$ cat config.mk
export PLATFORM = sky130hd
export DESIGN_NAME = config_images
export DESIGN_NICKNAME = d
export VERILOG_FILES = /design/src/shared/image_regs_pkg.sv /design/src/rtl/config_images.sv
export SDC_FILE = /design/constraint.sdc
export NUM_CORES = 1
export LEC_CHECK = 0
export BUFFER_PORTS_ARGS = -buffer_cell sky130_fd_sc_hd__clkbuf_2
export CAP_MARGIN = 20
export CORE_MARGIN = 2
export CORE_UTILIZATION = 45
export CTS_CLUSTER_SIZE = 14
export DETAILED_ROUTE_END_ITERATION = 16
export PLACE_DENSITY = 0.86
export SYNTH_ARGS = -nofsm -noshare
export SYNTH_HDL_FRONTEND = slang
export SYNTH_SLANG_ARGS = --single-unit
$ cat constraint.sdc
create_clock -name CLOCK -period 2.2 [get_ports CLOCK]
set_clock_uncertainty 0.2 [all_clocks]
set_input_delay 0.66 -clock CLOCK [delete_from_list [all_inputs] [get_ports CLOCK]]
set_output_delay 0.66 -clock CLOCK [all_outputs]
set_load 0.02 [all_outputs]
$ cat src/shared/image_regs_pkg.sv
/*
 Package for the active range and prior control snapshot registers:
 register offsets, field positions, reset values, range encodings, timing.
 Assumes a 100 MHz system clock.
*/
package image_regs_pkg;

    localparam int NUM_CH = 4;
    localparam logic [7:0] ADDR_CONTROL_PROG = 8'h01;
    localparam logic [7:0] ADDR_RANGE_PROG = 8'h1D;
    localparam logic [7:0] ADDR_CONTROL_ACT = 8'h21;
    localparam logic [7:0] ADDR_ACTIVE_RANGE = 8'h22;
    localparam logic [7:0] ADDR_PRIOR_CONTROL = 8'h23;

    localparam logic [15:0] RANGE_RESET = 16'h0000;
    localparam logic [15:0] CONTROL_RESET = 16'h0700;
    localparam logic [15:0] SNAPSHOT_RESET = 16'h0000;
    localparam logic [15:0] SNAPSHOT_MASK = 16'hFFF0;

    localparam int SENSE_MSB_CH1 = 15;
    localparam int BUS_MSB_CH1 = 7;
    localparam int FIELD_W = 2;

    localparam int MODE_LSB = 12;
    localparam int PIN2_LSB = 10;
    localparam int PIN1_LSB = 8;
    localparam int INACTIVE_LSB = 4;

    typedef enum logic [1:0]
    {
        RANGE_UNIPOLAR = 2'h0,
        RANGE_BIPOLAR_FULL = 2'h1,
        RANGE_BIPOLAR_HALF = 2'h2,
        RANGE_RESERVED = 2'h3
    } full_scale_range_t;

    typedef struct packed
    {
        logic [3:0] sample_mode;
        logic [1:0] pin2_function;
        logic [1:0] pin1_function;
        logic [3:0] channel_inactive;
        logic [3:0] unused;
    } control_word_t;

    localparam int CLK_MHZ = 100;
    localparam int SETTLE_TIME_US = 1000;
    localparam int SETTLE_CYCLES = SETTLE_TIME_US * CLK_MHZ;

endpackage

$ cat src/rtl/config_images.sv
/*
 Active range image and prior control snapshot, updated by the refresh
 event. Assumes the command decoder issues a one-cycle REFRESH pulse and
 that the programmed source words are held stable by the register file.
*/
`timescale 1ns/1ps
module config_images #(
    parameter int SETTLE_CYCLES = image_regs_pkg::SETTLE_CYCLES
)
(
    // Clock and reset
    input wire logic CLOCK,
    input wire logic SRST,
    // Programmed source words and refresh event
    input wire logic [15:0] RANGE_PROG,
    input wire logic [15:0] CONTROL_PROG,
    input wire logic REFRESH,
    // Register read port
    input wire logic [7:0] RD_ADDR,
    output logic [15:0] RD_DATA,
    output logic RD_HIT,
    // Images and status
    output logic [15:0] ACTIVE_RANGE,
    output logic [15:0] CONTROL_ACT,
    output logic [15:0] PRIOR_CONTROL,
    output logic IMAGES_VALID,
    output logic SNAPSHOT_VALID
);

    localparam int CW = $clog2(SETTLE_CYCLES + 1);
    localparam int NCH = image_regs_pkg::NUM_CH;
    localparam int FW = image_regs_pkg::FIELD_W;
    localparam int MODE_W = $bits(RD_DATA) - image_regs_pkg::MODE_LSB;
    localparam int PIN_W = image_regs_pkg::PIN2_LSB - image_regs_pkg::PIN1_LSB;
    localparam int INACT_W = image_regs_pkg::PIN1_LSB
        - image_regs_pkg::INACTIVE_LSB;

    // A zero settle time would flag the images valid in the cycle right after the refresh
    if (SETTLE_CYCLES < 1)
    begin : g_bad_settle
        $error("SETTLE_CYCLES must be at least one");
    end

    // The sense fields must end just above the bus fields, and the bus
    // fields must end at bit 0, or some range bits would be left undriven
    if (image_regs_pkg::SENSE_MSB_CH1 - FW * NCH
        != image_regs_pkg::BUS_MSB_CH1)
    begin : g_bad_sense_layout
        $error("Sense range fields do not meet the bus range fields");
    end

    if (image_regs_pkg::BUS_MSB_CH1 - FW * NCH != -1)
    begin : g_bad_bus_layout
        $error("Bus range fields do not end at bit 0");
    end

    // The snapshot word is read back whole, so it must fill the data bus
    if ($bits(image_regs_pkg::control_word_t) != $bits(RD_DATA))
    begin : g_bad_snapshot_width
        $error("Control word does not match the read data width");
    end

    // Registers
    logic [15:0] range_r;
    logic [15:0] control_r;
    image_regs_pkg::control_word_t snap_r;
    logic [CW-1:0] settle_r;
    logic snap_seen_r;
    logic [15:0] rd_data_r;

    // Next values
    logic [15:0] range_nxt;
    logic [15:0] control_nxt;
    image_regs_pkg::control_word_t snap_nxt;
    logic [CW-1:0] settle_nxt;
    logic snap_seen_nxt;
    logic [15:0] rd_data_nxt;

    // Decode and selection
    wire [15:0] range_clean;
    image_regs_pkg::control_word_t snap_fields;
    logic settle_busy;
    wire hit_range = RD_ADDR == image_regs_pkg::ADDR_ACTIVE_RANGE;
    wire hit_snap = RD_ADDR == image_regs_pkg::ADDR_PRIOR_CONTROL;
    wire hit_ctrl = RD_ADDR == image_regs_pkg::ADDR_CONTROL_ACT;

    // Per-channel field copy; each field passes whole, reserved code too,
    // so software can see exactly what was programmed
    genvar ch;
    generate
        for (ch = 0; ch < NCH; ch++)
        begin : g_ch
            localparam int SH = image_regs_pkg::SENSE_MSB_CH1 - FW * ch;
            localparam int BH = image_regs_pkg::BUS_MSB_CH1 - FW * ch;
            assign range_clean[SH -: image_regs_pkg::FIELD_W] =
                RANGE_PROG[SH -: image_regs_pkg::FIELD_W];
            assign range_clean[BH -: image_regs_pkg::FIELD_W] =
                RANGE_PROG[BH -: image_regs_pkg::FIELD_W];
        end
    endgenerate

    // Old active control, laid out field by field; the low nibble stays zero
    assign snap_fields = '{
        sample_mode: control_r[image_regs_pkg::MODE_LSB +: MODE_W],
        pin2_function: control_r[image_regs_pkg::PIN2_LSB +: PIN_W],
        pin1_function: control_r[image_regs_pkg::PIN1_LSB +: PIN_W],
        channel_inactive: control_r[image_regs_pkg::INACTIVE_LSB +: INACT_W],
        unused: '0
    };

    // The snapshot only changes on a refresh, taking the old control at the same edge the new control lands
    assign snap_nxt = REFRESH ? snap_fields : snap_r;

    // Range image only moves on a refresh, never on a source write
    assign range_nxt = REFRESH ? range_clean : range_r;

    // Newly programmed control becomes active at the refresh edge
    assign control_nxt = REFRESH ? CONTROL_PROG : control_r;

    // Set by the first refresh; only reset clears it
    assign snap_seen_nxt = snap_seen_r | REFRESH;

    // Counter restarts on each refresh; a refresh during settling extends it
    assign settle_busy = settle_r != '0;
    assign settle_nxt = REFRESH ? CW'(SETTLE_CYCLES)
        : (settle_busy ? settle_r - CW'(1) : settle_r);

    // Unmapped addresses read zero; the data is registered, so a read
    // returns one cycle after the address
    assign rd_data_nxt = hit_range ? range_r
        : hit_snap ? 16'(snap_r)
        : hit_ctrl ? control_r : 16'h0000;

    always_ff @(posedge CLOCK)
    begin
        if (SRST)
        begin
            range_r <= image_regs_pkg::RANGE_RESET;
        end
        else
        begin
            range_r <= range_nxt;
        end
    end

    always_ff @(posedge CLOCK)
    begin
        if (SRST)
        begin
            control_r <= image_regs_pkg::CONTROL_RESET;
        end
        else
        begin
            control_r <= control_nxt;
        end
    end

    always_ff @(posedge CLOCK)
    begin
        if (SRST)
        begin
            snap_r <= image_regs_pkg::control_word_t'(
                image_regs_pkg::SNAPSHOT_RESET);
        end
        else
        begin
            snap_r <= snap_nxt;
        end
    end

    always_ff @(posedge CLOCK)
    begin
        if (SRST)
        begin
            snap_seen_r <= 1'b0;
        end
        else
        begin
            snap_seen_r <= snap_seen_nxt;
        end
    end

    always_ff @(posedge CLOCK)
    begin
        if (SRST)
        begin
            settle_r <= '0;
        end
        else
        begin
            settle_r <= settle_nxt;
        end
    end

    always_ff @(posedge CLOCK)
    begin
        if (SRST)
        begin
            rd_data_r <= 16'h0000;
        end
        else
        begin
            rd_data_r <= rd_data_nxt;
        end
    end

    assign RD_DATA = rd_data_r;
    assign RD_HIT = hit_range | hit_snap | hit_ctrl;
    assign ACTIVE_RANGE = range_r;
    assign CONTROL_ACT = control_r;
    assign PRIOR_CONTROL = snap_r;
    assign IMAGES_VALID = snap_seen_r && !settle_busy;
    assign SNAPSHOT_VALID = IMAGES_VALID;

endmodule

After elaboration in Yosys (flattened, before gate mapping)

Index checks and enable logic that the tools add are counted.
W data, S select, Z words.

Bits in registers: 78
Input port bits: 43
Output and inout bits: 67
Logic and storage cells: 27

Add/subtract/negate cells: 1
Equal/unequal tests: 3
Multiplexer cells: 5
Bitwise logic cells: 3
Reductions and logical operators: 5

Operator list:

| kind                    | number |
|---|---|
| $mux W16                | 3 |
| $mux W17                | 2 |
| $eq A8 B6 Y1 const B    | 3 |
| $reduce_bool A17 Y1     | 1 |
| $sub A17 B1 Y17 const B | 1 |
| $or A1 B1 Y1            | 3 |
| $reduce_bool A2 Y1      | 1 |
| $reduce_or A2 Y1        | 1 |
| $logic_and A1 B1 Y1     | 1 |
| $logic_not A1 Y1        | 1 |

Logic depth before layout (Yosys ltp)

Gate-level depths: netlist of the first run.

Word-level depth: 4
Gate-level depth with buffers: 7
Mapped depth without buffers: 7

Worst setup path after synthesis of the first run

OpenSTA, ideal clock, no wires.

Path type: reg2out
From: register settle_r[0]
To: output SNAPSHOT_VALID
Data arrival time: 1.563 ns
Required time: 1.340 ns
Path slack: -0.223 ns
Cell stages (with the launch flop): 8
Buffers on the path: 1
Cells stage by stage: dfxtp_1 inv_1 ha_1 nor4b_1 nand2_1 nor2_1 and2_1 buf_4

Word-level cells in the longest chain between the ends: 3

RTL lines:

| what                     | line                 | text |
|---|---|---|
| start: declaration       | config_images.sv:67  | `logic [CW-1:0] settle_r;` |
| start signal: assignment | config_images.sv:191 | `settle_r <= settle_nxt;` |
| $reduce_bool A17 Y1      | config_images.sv:124 | `assign settle_busy = settle_r != '0;` |
| $logic_not A1 Y1         | config_images.sv:212 | `assign IMAGES_VALID = snap_seen_r && !settle_busy;` |
| $logic_and A1 B1 Y1      | config_images.sv:212 |  |
| end: declaration         | config_images.sv:27  | `output logic SNAPSHOT_VALID` |

Every way passes these cells.

Final worst setup path of the first run

From: register settle_r[0]
To: output IMAGES_VALID

Word-level cells in the longest chain between the ends: 3

RTL lines:

| what                | line                 | text |
|---|---|---|
| $reduce_bool A17 Y1 | config_images.sv:124 |  |
| $logic_not A1 Y1    | config_images.sv:212 |  |
| $logic_and A1 B1 Y1 | config_images.sv:212 |  |
| end: declaration    | config_images.sv:26  | `output logic IMAGES_VALID,` |

Every way passes these cells.

==> results of run 1 <==
## power breakdown
group	switching (mW)	internal, mW	leakage [nW]
sequential	0.0799	1.49	0.641
combinational	0.306	0.252	1.24
clock	0.504	0.400	0.0813
total	0.890	2.14	1.96
## cell type report
type	instances	area share
Tap cell	96	0.0290
Clock inverter	6	0.00936
Timing Repair Buffer	127	0.181
Multi-Input combinational cell	233	0.370
Inverter	4	0.00362
Sequential cell	78	0.377
Clock buffer	9	0.0299
## worst min-delay path: cells and delay by family (launching register included)
| kind | cells | cell delay [ns] |
|---|---|---|
| flip-flops | 1 | 0.33 |
| AND/OR/NAND/NOR | 2 | 0.11 |
## sequential cells by signal (all words and copies together) (netlist names)
register,cells
settle_r,17
CONTROL_ACT,16
RD_DATA,16
PRIOR_CONTROL,12
ACTIVE_RANGE,16
snap_seen_r,1
## kinds of logic after synthesis
family | synth area share
AOI/OAI and AO/OA | 0.0785
xor gates and xnor gates | 0.0333
and+or+nand+nor | 0.213
DFF | 0.495
other | 0.00119
adders and majority gates | 0.00396
muxes | 0.130
buffers and inverters | 0.0452
## Yosys cell counts (4+ instances only)
cell type / n
a21oi_1: 23
a22oi_1: 4
buf_1: 4
buf_2: 6
buf_4: 5
clkbuf_1: 9
dfxtp_1: 78
inv_1: 4
mux2i_1: 41
nand2_1: 6
nor2_1: 84
nor4_1: 16
xnor2_1: 8
xor2_1: 4
## per-layer routing
| layer | share of wire | GRT usage |
|---|---|---|
| met5 | 0 | 0 |
| met4 | 0.019 | 0.0881 |
| met3 | 0.070 | 0.0660 |
| met2 | 0.49 | 0.353 |
| met1 | 0.42 | 0.252 |
## worst min-delay path by stage
stage                     endpoint  slack [ns]
finish                 snap_seen_r        0.27
global route        CONTROL_ACT[8]        0.32
CTS                    snap_seen_r        0.28
detailed placement     snap_seen_r        0.26
global placement       snap_seen_r        0.25
floorplan              snap_seen_r        0.23
## per-stage QoR
stage,area [um^2],setup TNS [ns],setup WS (ns),hold WS (ns),util
detailed placement,3840,-2.59,-0.211,0.261,0.565
global route,4150,-0.645,-0.270,0.315,0.610
finish,4150,-0.462,-0.195,0.274,0.610
floorplan,3180,-0.112,-0.0660,0.234,-
global placement,3840,-1.69,-0.131,0.251,0.565
CTS,4100,-0.515,-0.225,0.281,0.603
## timing repair
item                                    in CTS  in global routing
pin swaps                                    7                  4
endpoints found under the setup margin       5                 13
buffers inserted                             3                  3
gates resized for setup                     15                  7
==> results_dict.tcl, run 1 <==
set metrics [dict create \
    clk_pin_slew_worst_paths_ns 0.08 \
    final_cell_mix "clkbuf_2 (101), nor2_1 (82), dfxtp_1 (76), mux2i_1 (41), a21oi_1 (23)" \
    fillerInstances 597 \
    hold_class "reg2reg" \
    dieWidth_um 87.7 \
    ys_seq_elements 78 \
    worstPathCellList "inv_2, ha_4, nor4b_4, nand2_1, nor2_2, and2_4, buf_8" \
    grt_max_degree 55 \
    fin_ws_ns -0.195 \
    cap_viol_max_count 0 \
    finalHoldViolCount 0 \
    r2r_end "settle_r[9]" \
    initial_utilization 0.464 \
    synth_edf_count 0 \
    die_area_um2 7700 \
    grt_pass1_wl_um 12600 \
    fin_crit_sh 1.09 \
    ios 110 \
    area_growth_syn_to_layout_pct 31.4 \
    cts_tree "done" \
    critical_path.startpoint "settle_r[0]" \
    gp_congestion 0.847 \
    wl_um 7830 \
    synthTopCellsByArea "dfxtp_1 (49%), mux2i_1 (13%), nor2_1 (10%)" \
    endpoint "IMAGES_VALID" \
    netlist_area_um2 3160 \
    setup_viol 3 \
    grt_pass1_vias 2748 \
    power_mw 3.03 \
    critPathBufInv 2 \
    drc 0 \
    detail_route.first_pass.iterations 4 \
    yosys.area.top_type "dfxtp_1" \
    rsz0062_at_grt "yes" \
    rows 30 \
    root_buffer "clkbuf_8" \
    cts_buffers 9 \
    hpwl_um 5560 \
    vias 2812 \
    yosys_warnings 0 \
    insertedDiodeCount 0 \
    crit_cells 7 \
    failed_checks "negative setup slack" \
    crit_family "simple AND/OR/NAND/NOR gates" \
    wl_per_cell_um 14.2 \
    synth_cells 337 \
    htreeDepth 3 \
    regArea_um2 1560 \
    clockBufferDepth 2 \
    fmax_mhz 418 \
    worstSkewPairLatency_ns 0.35 \
    status "finished with violations" \
    portBuffers 105 \
    cts.sinks 78 \
    slew_violations 0 \
    overflow 0 \
    multi_input_area_um2 1530 \
    track_usage 0.211 \
    antenna_found_initial 0 \
    startpoint_type "flip-flop" \
    hold-path-cell-count 2 \
    vias_per_cell 5.08 \
    dp.cells 532 \
    irDropWorstVdd_mv 0.560 \
    cellPowerDensity_nw_per_um2 731 \
    worstRegToRegCells 9 \
    holdBufCountCts 0 \
    synth_ff_type "dfxtp_1" \
    syn_area_per_cell_um2 9.36 \
    cp_slowest_cell "dfxtp_2" \
    nets 497 \
    r2r_slack_ns 0.16 \
    core_area_um2 6790 \
    crit_arrival_ns 1.53 \
    max_stage_delay_ns 0.33 \
    synth_async_sr_flop_share 0 \
    drive_gt1_frac 0.361 \
    endpoint_kind "primary output" \
    drtAntennaViolNets 0 \
    fp.dieH_um 87.7 \
    required_ns 1.34 \
    leakage_nw 1.96 \
    final_common_cell "clkbuf_2" \
    crit_type "reg2out" \
    fin_crit_ns 2.39 \
    crit_fanout 2 \
    final_cells 553 \
    r2r-start "settle_r[0]" \
    ys_types 41 \
    ys_seq_area_frac 0.495 \
    drt_iter0_markers 122 \
    holdCritStartpoint "snap_seen_r" \
    synth_top_area_frac 0.495 \
]
Power figures use the tool's default switching activity.
==> run 2, diff against run 1 <==
--- a/config.mk
+++ b/config.mk
@@ -7,6 +7,7 @@
 export LEC_CHECK = 0
 export BUFFER_PORTS_ARGS = -buffer_cell sky130_fd_sc_hd__clkbuf_2
 export CAP_MARGIN = 20
+export CORE_ASPECT_RATIO = 1.5
 export CORE_MARGIN = 2
 export CORE_UTILIZATION = 45
 export CTS_CLUSTER_SIZE = 14
==> run 2 against run 1 <==
  * The run still ends with negative setup slack left
  * Flip-flop and latch count unchanged
  * Global-route usage decreased by 0.31 points
  * Power increased by 1.9%
  * First-iteration DRC count decreased by 25%
  * Register-to-register slack got worse by 0.09 ns
  * Final cell count decreased by 3.1%
  * Via count increased by 1.0%
  * Sequential share of layout area increased by 0.16 points
  * Combinational power increased by 1%
  * Setup slack got worse by 0.030 ns
==> results_dict.tcl, run 2 (same netlist as run 1, synthesis figures left out) <==
set metrics [dict create \
    grt_max_degree 34 \
    gp_congestion 0.852 \
    ios 110 \
    fin_crit_ns 2.42 \
    fin_ws_ns -0.225 \
    core_area_um2 6810 \
    finalHoldViolCount 0 \
    initial_utilization 0.464 \
    crit_family "simple AND/OR/NAND/NOR gates" \
    startpoint_type "flip-flop" \
    critPathBufInv 1 \
    fmax_mhz 412 \
    drt_iter0_markers 91 \
    critical_path.startpoint "settle_r[9]" \
    rsz0062_at_grt "yes" \
    die_area_um2 7710 \
    area_growth_syn_to_layout_pct 30.8 \
    cts_tree "done" \
    detail_route.first_pass.iterations 4 \
    setup_tns_ns -0.582 \
    regArea_um2 1560 \
    hpwl_um 5820 \
    setup_viol 3 \
    failed_checks "negative setup slack" \
    power_mw 3.09 \
    status "finished with violations" \
    track_usage 0.208 \
    worstRegToRegCells 9 \
    regMostFlops "settle_r" \
    htreeDepth 3 \
    wl_um 8080 \
    max_stage_delay_ns 0.37 \
    endpoint_kind "primary output" \
    crit_cells 5 \
    r2r-start "settle_r[0]" \
    overflow 0 \
    final_common_cell "clkbuf_2" \
    clk_pin_slew_worst_paths_ns 0.08 \
    antenna_found_initial 0 \
    worstSkewPairLatency_ns 0.34 \
    hold-path-cell-count 2 \
    drive_gt1_frac 0.362 \
    vias 2840 \
    root_buffer "clkbuf_8" \
    cts.sinks 78 \
    clockBufferDepth 2 \
    holdCritStartpoint "PRIOR_CONTROL[4]" \
    grt_pass1_wl_um 12400 \
    crit_arrival_ns 1.56 \
    crit_fanout 4 \
    irDropWorstVdd_mv 0.503 \
    slew_violations 0 \
    cap_viol_max_count 0 \
    required_ns 1.34 \
    cts_buffers 9 \
    portBuffers 105 \
    dieWidth_um 72.4 \
    hold_class "reg2reg" \
    final_core_util 0.607 \
    worstPathCellList "nor3_2, nand3_1, nor2_2, and2_4, clkbuf_8" \
    rows 37 \
    crit_type "reg2out" \
    fp.dieH_um 107 \
    vias_per_cell 5.30 \
    pre_cts_ws_ns -0.241 \
    drc 0 \
    largest_register_ffs 17 \
    cellPowerDensity_nw_per_um2 747 \
    drtAntennaViolNets 0 \
    whs_ns 0.312 \
    leakage_nw 1.97 \
    fin_crit_sh 1.10 \
    multi_input_area_um2 1530 \
    cp_slowest_cell "dfxtp_1" \
    grt_pass1_vias 2753 \
    insertedDiodeCount 0 \
    wl_per_cell_um 15.1 \
    nets 498 \
    fillerInstances 569 \
    final_cell_mix "clkbuf_2 (101), nor2_1 (82), dfxtp_1 (76), mux2i_1 (41), a21oi_1 (23)" \
]
[run 2: per-stage QoR]
| step | instance area [um^2] | std cells |
|---|---|---|
| after CTS | 4100 | 535 |
| after detailed placement | 3830 | 517 |
| after global placement | 3830 | 517 |
| after global routing | 4130 | 536 |
| final | 4130 | 536 |
| after floorplan | 3180 | 340 |
[run 2: where the power goes]
group          internal, mW  total (mW)  switching [mW]
combinational         0.251       0.564           0.313
clock                 0.459       0.955           0.496
sequential             1.49        1.57          0.0794
total                  2.20        3.09           0.889
[run 2: final timing paths]
path,endpoint,slack (ns)
worst max-delay path,IMAGES_VALID,-0.22
worst min-delay path,RD_DATA[4],0.31
worst max register to register,settle_r[5],0.07
worst min register to register,RD_DATA[4],0.31
[run 2: worst reg2reg max path: cells and delay by family, from the launching register on]
family,cells,cell delay (ns)
and+or+nand+nor,2,0.57
DFF,1,0.33
AOI/OAI and AO/OA,2,0.32
buffers and inverters,3,0.27
xor gates and xnor gates,1,0.18
adders and majority gates,1,0.13
[run 2: cell type report]
| type | instances | area share |
|---|---|---|
| multi-input combinational | 233 | 0.372 |
| clock buffer | 11 | 0.0367 |
| clock inverter | 4 | 0.00546 |
| timing repair buffer | 128 | 0.180 |
| inverter | 4 | 0.00364 |
| tap | 78 | 0.0236 |
| sequential | 78 | 0.379 |
[run 2: what timing repair did]
action                                  in CTS  in global routing
endpoints found under the setup margin       4                 16
cloned                                       0                  0
setup buffers                                3                  1
hold buffers                                 0                  0
resized for setup                           15                  5
pin swaps                                    7                  3
[run 2: per-layer routing]
| layer | wire length [um] | vias up | share of wire | track usage |
|---|---|---|---|---|
| met5 | 0 | - | 0 | 0 |
| met4 | 180 | 0 | 0.022 | 0.0860 |
| met2 | 4440 | 94 | 0.55 | 0.393 |
| met1 | 2970 | 1344 | 0.37 | 0.211 |
| met3 | 483 | 18 | 0.060 | 0.0512 |
| li1 | - | 1384 | - | - |
